$ cat src/rtl/rvd_consts.svh
// Register offsets, field positions, reset values and timing counts of the regulator control block.
`ifndef RVD_CONSTS_SVH
`define RVD_CONSTS_SVH

// ****************************************************************
// Register offsets (byte addresses on the register port)
// ****************************************************************
`define RVD_OFF_REGULATOR_CONTROL 4'h0
`define RVD_OFF_INT_STATUS        4'h1
`define RVD_OFF_INT_MASK          4'h2
`define RVD_OFF_EVENT_CONTROL     4'h3

// ****************************************************************
// Field positions of regulator_control
// ****************************************************************
`define RVD_BIT_REGULATOR_DISABLE 7
`define RVD_BIT_BUS_POWER_STATUS  6
`define RVD_BIT_MATCH_POLARITY    5
`define RVD_BIT_LOW_POWER_SELECT  4

// ****************************************************************
// Field positions of the event registers
// ****************************************************************
`define RVD_BIT_EVT_RISE          0
`define RVD_BIT_EVT_FALL          1
`define RVD_BIT_EVT_MATCH         2
`define RVD_BIT_CTL_INT_ENABLE    0
`define RVD_BIT_CTL_RESET_SOURCE  1

// ****************************************************************
// Reset values and the reserved-bit read value
// ****************************************************************
`define RVD_RESET_REGULATOR_CONTROL 8'h00
`define RVD_RESET_EVENT             3'h0
`define RVD_RESET_EVENT_CONTROL     2'h0
`define RVD_RESERVED_READ           4'h0

// ****************************************************************
// Timing
// ****************************************************************
`define RVD_SYNC_STAGES 2

`endif

$ cat src/rtl/rvd_pkg.sv
// Types shared by the regulator control block.
package rvd_pkg;

    // Selected operating mode of the core regulator.
    typedef enum logic {
        RVD_MODE_NORMAL    = 1'b0,
        RVD_MODE_LOW_POWER = 1'b1
    } rvd_mode_e;

    // Width of register data on the register port.
    typedef logic [7:0] rvd_data_t;

endpackage

$ cat src/rtl/rvd_sync.sv
// Two-flop synchroniser for a single asynchronous level.
`timescale 1ns/1ps
`include "rvd_consts.svh"

module rvd_sync (
    // Clock and reset.
    input  wire logic ref_clk_in,
    input  wire logic rst_n_in,
    // Asynchronous level in, synchronised level out.
    input  wire logic async_in,
    output logic      sync_out
);

    // ****************************************************************
    // Synchroniser chain
    // ****************************************************************

    // First stage; only the second stage reads it, to contain metastability.
    logic meta_ff;
    // Second stage, safe for any logic to read.
    logic sync_ff;

    // Both stages clear to zero, so the bus reads as absent during reset.
    always_ff @(posedge ref_clk_in or negedge rst_n_in) begin
        if (!rst_n_in) begin
            meta_ff <= 1'b0;
            sync_ff <= 1'b0;
        end else begin
            meta_ff <= async_in;
            sync_ff <= meta_ff;
        end
    end

    assign sync_out = sync_ff;

endmodule

$ cat src/rtl/rvd_regulator_control.sv
// Register bank controlling the core regulator and sensing bus power.
//
// Chosen here: the address-and-strobe port and the address map.
`timescale 1ns/1ps
`include "rvd_consts.svh"

// Operation
// Control register resets to all zeros.
// Bit 7 drives regulator disable control.
// Bit 6 reads synchronised bus power level.
// Interrupt asserts when level equals polarity.
// Interrupt is level, no pending flag.
// Reset request on match when enabled.
// Bit 4 selects low power mode.
// Reserved bits read zero, written zero.
// Software avoids disabling with high input.
// Status bit read-only and synchronised first.
module rvd_regulator_control (
    // Clock and reset.
    input  wire logic       ref_clk_in,
    input  wire logic       rst_n_in,
    // Register port.
    input  wire logic [3:0] addr_in,
    input  wire logic [7:0] wdata_in,
    input  wire logic       wr_in,
    input  wire logic       rd_in,
    output logic      [7:0] rdata_out,
    // Bus power sense pin, asynchronous.
    input  wire logic       bus_power_in,
    // Regulator controls.
    output logic            regulator_disable_out,
    output logic            regulator_low_power_select_out,
    // Bus power match request and reset request.
    output logic            bus_power_irq_out,
    output logic            bus_power_reset_out,
    // Sticky event interrupt.
    output logic            event_irq_out
);

    // ****************************************************************
    // Declarations
    // ****************************************************************

    // Regulator control storage; bit 6 and bits 3..0 are not stored.
    logic              regulator_disable_ff;
    logic              match_polarity_ff;
    rvd_pkg::rvd_mode_e mode_ff;
    // Event control: enable of match request and reset source select.
    logic [1:0]        event_control_ff;
    // Sticky event status and its mask.
    logic [2:0]        int_status_ff;
    logic [2:0]        int_mask_ff;
    logic [2:0]        nxt_int_status;
    // Synchronised bus power level and its previous value.
    logic              bus_power_sync;
    logic              bus_power_prev_ff;
    // Match between level and polarity.
    logic              level_match;
    // Decoded write strobes.
    logic              wr_ctrl;
    logic              wr_status;
    logic              wr_mask;
    logic              wr_evctl;
    // Read data register.
    logic [7:0]        rdata_ff;
    logic [7:0]        nxt_rdata;
    // Events seen this cycle.
    logic [2:0]        event_set;

    // ****************************************************************
    // Bus power synchroniser
    // ****************************************************************

    // The pin is not related to the clock, so it passes two flops first.
    rvd_sync u_sync (
        .ref_clk_in (ref_clk_in),
        .rst_n_in   (rst_n_in),
        .async_in   (bus_power_in),
        .sync_out   (bus_power_sync)
    );

    // Previous level, for edge events.
    always_ff @(posedge ref_clk_in or negedge rst_n_in) begin
        if (!rst_n_in) begin
            bus_power_prev_ff <= 1'b0;
        end else begin
            bus_power_prev_ff <= bus_power_sync;
        end
    end

    // ****************************************************************
    // Address decode
    // ****************************************************************

    // Each strobe is qualified by its own offset; unmapped writes are dropped.
    assign wr_ctrl   = wr_in && (addr_in == `RVD_OFF_REGULATOR_CONTROL);
    assign wr_status = wr_in && (addr_in == `RVD_OFF_INT_STATUS);
    assign wr_mask   = wr_in && (addr_in == `RVD_OFF_INT_MASK);
    assign wr_evctl  = wr_in && (addr_in == `RVD_OFF_EVENT_CONTROL);

    // ****************************************************************
    // Regulator control register
    // ****************************************************************

    // Writable fields; the status bit and reserved bits are never stored.
    always_ff @(posedge ref_clk_in or negedge rst_n_in) begin
        if (!rst_n_in) begin
            regulator_disable_ff <= 1'b0;
            match_polarity_ff    <= 1'b0;
            mode_ff              <= rvd_pkg::RVD_MODE_NORMAL;
        end else if (wr_ctrl) begin
            regulator_disable_ff <= wdata_in[`RVD_BIT_REGULATOR_DISABLE];
            match_polarity_ff    <= wdata_in[`RVD_BIT_MATCH_POLARITY];
            mode_ff              <= rvd_pkg::rvd_mode_e'(wdata_in[`RVD_BIT_LOW_POWER_SELECT]);
        end
    end

    // The disable control is passed straight out; software must keep the
    // input voltage rule itself, hardware cannot sense the analog levels.
    assign regulator_disable_out          = regulator_disable_ff;
    assign regulator_low_power_select_out = (mode_ff == rvd_pkg::RVD_MODE_LOW_POWER);

    // ****************************************************************
    // Match request and reset request
    // ****************************************************************

    // Pure level compare with no storage, so it follows the line directly.
    assign level_match = (bus_power_sync == match_polarity_ff);

    // Event control register: match request enable and reset source select.
    always_ff @(posedge ref_clk_in or negedge rst_n_in) begin
        if (!rst_n_in) begin
            event_control_ff <= `RVD_RESET_EVENT_CONTROL;
        end else if (wr_evctl) begin
            event_control_ff <= wdata_in[1:0];
        end
    end

    // The request follows the level; there is nothing to clear.
    assign bus_power_irq_out =
        level_match && event_control_ff[`RVD_BIT_CTL_INT_ENABLE];
    // Reset request while enabled as a reset source and matching.
    assign bus_power_reset_out =
        level_match && event_control_ff[`RVD_BIT_CTL_RESET_SOURCE];

    // ****************************************************************
    // Sticky events
    // ****************************************************************

    // Rising edge, falling edge, and entry into a match.
    always_comb begin
        event_set = `RVD_RESET_EVENT;
        event_set[`RVD_BIT_EVT_RISE]  = bus_power_sync && !bus_power_prev_ff;
        event_set[`RVD_BIT_EVT_FALL]  = !bus_power_sync && bus_power_prev_ff;
        event_set[`RVD_BIT_EVT_MATCH] = (bus_power_sync != bus_power_prev_ff) && level_match;
    end

    // Write one to clear; a new event in the same cycle wins over the clear.
    always_comb begin
        nxt_int_status = int_status_ff;
        if (wr_status) begin
            nxt_int_status = int_status_ff & ~wdata_in[2:0];
        end
        nxt_int_status = nxt_int_status | event_set;
    end

    always_ff @(posedge ref_clk_in or negedge rst_n_in) begin
        if (!rst_n_in) begin
            int_status_ff <= `RVD_RESET_EVENT;
        end else begin
            int_status_ff <= nxt_int_status;
        end
    end

    // Mask register; a one lets the matching status bit through.
    always_ff @(posedge ref_clk_in or negedge rst_n_in) begin
        if (!rst_n_in) begin
            int_mask_ff <= `RVD_RESET_EVENT;
        end else if (wr_mask) begin
            int_mask_ff <= wdata_in[2:0];
        end
    end

    assign event_irq_out = |(int_status_ff & int_mask_ff);

    // ****************************************************************
    // Read path
    // ****************************************************************

    // Read data select; unmapped offsets answer zero.
    always_comb begin
        nxt_rdata = 8'h00;
        if (rd_in) begin
            unique case (addr_in)
                `RVD_OFF_REGULATOR_CONTROL: begin
                    nxt_rdata = {regulator_disable_ff,
                                 bus_power_sync,
                                 match_polarity_ff,
                                 regulator_low_power_select_out,
                                 `RVD_RESERVED_READ};
                end
                `RVD_OFF_INT_STATUS: begin
                    nxt_rdata = {5'h00, int_status_ff};
                end
                `RVD_OFF_INT_MASK: begin
                    nxt_rdata = {5'h00, int_mask_ff};
                end
                `RVD_OFF_EVENT_CONTROL: begin
                    nxt_rdata = {6'h00, event_control_ff};
                end
                default: begin
                    nxt_rdata = 8'h00;
                end
            endcase
        end
    end

    // Data stand only in the cycle after the read strobe, zero otherwise.
    always_ff @(posedge ref_clk_in or negedge rst_n_in) begin
        if (!rst_n_in) begin
            rdata_ff <= 8'h00;
        end else begin
            rdata_ff <= nxt_rdata;
        end
    end

    assign rdata_out = rdata_ff;

    // ****************************************************************
    // Assertions
    // ****************************************************************

    AST_DISABLE_FOLLOWS_WRITE: assert property (
        @(posedge ref_clk_in) disable iff (!rst_n_in)
        wr_ctrl |=> (regulator_disable_out == $past(wdata_in[7])))
        else $error("Regulator disable did not follow the write.");

    AST_STATUS_READ_LEVEL: assert property (
        @(posedge ref_clk_in) disable iff (!rst_n_in)
        (rd_in && addr_in == `RVD_OFF_REGULATOR_CONTROL)
        |=> (rdata_out[6] == $past(bus_power_sync)))
        else $error("Status bit does not show the bus power level.");

    AST_IRQ_ON_MATCH: assert property (
        @(posedge ref_clk_in) disable iff (!rst_n_in)
        bus_power_irq_out == (event_control_ff[0]
                              && bus_power_sync == match_polarity_ff))
        else $error("Match request does not reflect level and polarity.");

    AST_IRQ_DROPS_ON_MISMATCH: assert property (
        @(posedge ref_clk_in) disable iff (!rst_n_in)
        ($changed(bus_power_sync) && !level_match) |-> !bus_power_irq_out)
        else $error("Match request stayed high after mismatch.");

    AST_RESET_REQUEST: assert property (
        @(posedge ref_clk_in) disable iff (!rst_n_in)
        (event_control_ff[1] && level_match) |-> bus_power_reset_out)
        else $error("Reset request missing on match.");

    AST_LOW_POWER_WRITE: assert property (
        @(posedge ref_clk_in) disable iff (!rst_n_in)
        wr_ctrl |=> (regulator_low_power_select_out == $past(wdata_in[4])))
        else $error("Low power select did not follow the write.");

    AST_RESERVED_ZERO: assert property (
        @(posedge ref_clk_in) disable iff (!rst_n_in)
        (rd_in && addr_in == `RVD_OFF_REGULATOR_CONTROL) |=> (rdata_out[3:0] == 4'h0))
        else $error("Reserved bits did not read zero.");

    AST_SYNC_LATENCY: assert property (
        @(posedge ref_clk_in) disable iff (!rst_n_in)
        $rose(bus_power_in) ##1 bus_power_in[*2] |-> bus_power_sync)
        else $error("Status not synchronised in two cycles.");

    AST_RESET_ZERO: assert property (
        @(posedge ref_clk_in) $rose(rst_n_in)
        |-> (!regulator_disable_out && !regulator_low_power_select_out))
        else $error("Control register not zero after reset.");

    COV_IRQ: cover property (@(posedge ref_clk_in) disable iff (!rst_n_in)
        $rose(bus_power_irq_out));
    COV_RESET_REQ: cover property (@(posedge ref_clk_in) disable iff (!rst_n_in)
        $rose(bus_power_reset_out));
    COV_CLEAR_RACE: cover property (@(posedge ref_clk_in) disable iff (!rst_n_in)
        wr_status && |event_set);

endmodule

$ cat config.mk
export PLATFORM = sky130hd
export DESIGN_NAME = rvd_regulator_control
export DESIGN_NICKNAME = d
export VERILOG_FILES = /design/src/rtl/rvd_pkg.sv /design/src/rtl/rvd_sync.sv /design/src/rtl/rvd_regulator_control.sv
export VERILOG_INCLUDE_DIRS = /design/src /design/src/rtl
export SDC_FILE = /design/constraint.sdc
export NUM_CORES = 1
export LEC_CHECK = 0
export BUFFER_PORTS_ARGS = -buffer_cell sky130_fd_sc_hd__buf_2
export CORE_UTILIZATION = 52
export DETAILED_ROUTE_END_ITERATION = 8
export HOLD_SLACK_MARGIN = 0.15
export PLACE_DENSITY = 0.81
export REMOVE_ABC_BUFFERS = 1
export SYNTH_ARGS = -nofsm -noshare
export SYNTH_HDL_FRONTEND = slang
export SYNTH_SLANG_ARGS = --single-unit
export TNS_END_PERCENT = 20
$ cat constraint.sdc
create_clock -name ref_clk_in -period 2 [get_ports ref_clk_in]
set_input_delay 0.2 -clock ref_clk_in [delete_from_list [all_inputs] [get_ports ref_clk_in]]
set_output_delay 0.2 -clock ref_clk_in [all_outputs]
set_load 0.005 [all_outputs]
==> results.cfg <==
[status]
status = finished clean

[yosys]
ys_seq_area_share_pct = 57.3
yosysWarningCount = 0
async_flop_share_pct = 100
synth.cell_area_um2 = 917
synth_ff_type = dfrtp_1
synth_edf_count = 0
ys_types = 25
avgSynthCellArea_um2 = 12.2
synth-seq-cells = 21
syn_inst = 75

[critical_path]
cp-start-kind = register
critPathKind = reg2out
cp_top_family = flip-flops
cp.buffers_inverters = 1
cp_cell_sequence = xnor2_1 > and2_1 > buf_2
end_kind = primary output
cpPeakStageDelay_ps = 430
r2r_setup_slack_ps = 880
crit_fanout = 4
worstPathRequired_ps = 1800
critical_path.slowest_cell = dfrtp_1
cp.arrival_ps = 1260

[sta]
finalSetupTns_ps = 0
period_needed_ps = 1460
fin_crit_sh_pct = 72.9
rsz0062_at_grt = false
setup_viol_count_final = 0
slew_viol_final = 0
hold_viol = 0
fmax_mhz = 686
skew_ps = 1.34
finalWorstSetupSlack_ps = 543

[final_layout]
area_growth_pct = 24.8
diodes = 0
final_cell_mix = buf_2, dfrtp_1, mux2_2, dlygate4sd3_1, inv_1
stdcell_count = 125
finish.instance_area_um2 = 1140
layout_commonest_cell = buf_2
drive_gt1_share_pct = 39.4
fin_nets = 129
utilization_pct = 72.6
fill_cells = 108

[clock_tree]
ctsResizeCount = 0
cts-buffers-inserted = 3
htreeDepth = 1
cts_tree = yes
cts_sinks = 21
clkTransAtPathRegs_ps = 110
clk_path_buf_depth = 2
cts_root_buf = clkbuf_4
clock_latency_ps = 290

[floorplan]
io_pins = 30
core_um2 = 1580
rows = 14
die_h_um = 44.0
start_util_pct = 58.2
die_x_um = 44.0
die_area_um2 = 1940

[route]
dr_wl_met2_um = 811
viasPerCell = 5.45
antenna_left = 0
drc = 0
via_count = 681
wl_met3_um = 97
highest_layer = met4
wl_per_cell_um = 13.5
drtPass1Iterations = 6
routed_wl_um = 1680
drt-met1-wl_um = 761
drt_iter0_markers = 35

[grt]
track_usage_pct = 21.5
grt-ovfl-total = 0
grt_pass1_wl_um = 2910
grt_start_max_net_pins = 22
antenna_found_initial = 0
grt_pass1_vias = 654

[place]
globalplace.congestion = 0.834
hpwl_um = 1240
placedCellCount = 114
place_area_um2 = 1050
dp_slack_ps = 849
port_buffers = 26

[worst_hold_path]
hold_path.class = in2reg

[power_and_ir_drop]
ir_drop_mv = 0.467
power.density_nw_per_um2 = 756
power_leakage_nw = 0.569

[flow_run]
drv_cap = 0
final timing paths:
kind | endpoint | start | cells past startpoint
max reg2reg | int_status_ff[1] | u_sync.sync_out | 4
min | int_mask_ff[2] | wdata_in[2] | 2
max in group asynchronous | u_sync.meta_ff | rst_n_in | 2
min reg2reg | u_sync.sync_out | u_sync.meta_ff | 0
min in group asynchronous | rdata_out[4] | rst_n_in | 2
max | bus_power_reset_out | u_sync.sync_out | 3
through the flow:
step | total power, mW | hold WS, ps
2_1_floorplan | 0.589 | -95.6
3_3_place_gp | 0.659 | 166
3_5_place_dp | 0.668 | 172
4_1_cts | 0.879 | 151
5_1_grt | 0.916 | 165
6_report | 0.865 | 174
cells in the mapped netlist (all sizes together) (2+ instances only):
cell type / count / area (µm²)
a22oi: 2 / 15.0
a31oi: 2 / 12.5
and2: 5 / 31.3
buf: 3 / 20.0
dfrtp: 21 / 526
ha: 2 / 25.0
inv: 6 / 22.5
mux2: 10 / 113
nand2: 2 / 7.51
nand3: 2 / 10.0
nand3b: 2 / 15.0
nor2: 5 / 18.8
nor2b: 2 / 20.0
nor4: 2 / 12.5
logic make-up after synthesis:
| logic type | synth area share, % |
|---|---|
| simple gates | 15.6 |
| compound gates | 6.14 |
| buf+inv | 4.64 |
| flops | 57.3 |
| xor+xnor | 0.955 |
| other cells | 0.409 |
| fa+ha+maj | 2.73 |
| mux | 12.3 |
sequential cells by signal (all words and copies together) (netlist names):
name	cells
rdata_out	7
int_status_ff	3
u_sync.meta_ff	1
match_polarity_ff	1
regulator_disable_out	1
regulator_low_power_select_out	1
int_mask_ff	3
u_sync.sync_out	1
event_control_ff	2
bus_power_prev_ff	1
routing by layer:
| layer | up-vias | GRT usage (%) |
|---|---|---|
| met5 | - | 0 |
| met4 | 0 | 10.9 |
| met3 | 2 | 2.50 |
| met2 | 28 | 35.2 |
| met1 | 326 | 28.2 |
| li1 | 325 | - |
cell type report:
| cell class | count | area [µm²] | share of cell area (%) |
|---|---|---|---|
| tap | 16 | 20.0 | 1.75 |
| clock inverter | 1 | 5.00 | 0.437 |
| multi-input combinational | 45 | 349 | 30.5 |
| inverter | 6 | 22.5 | 1.97 |
| timing repair buffer | 33 | 200 | 17.5 |
| sequential | 21 | 526 | 45.9 |
| clock buffer | 3 | 22.5 | 1.97 |
where the power goes:
part	switching, mW	leakage [nW]	internal, mW
logic	0.0693	0.294	0.0949
clock network	0.122	0.0177	0.0744
registers	0.0349	0.257	0.470
total	0.226	0.569	0.640
repair_timing:
action | in CTS | in global routing
hold buffers | 7 | 0
endpoints found under the hold margin | 27 | 0
setup buffers | 0 | 0
No activity file was read; power rests on OpenSTA's default activity.
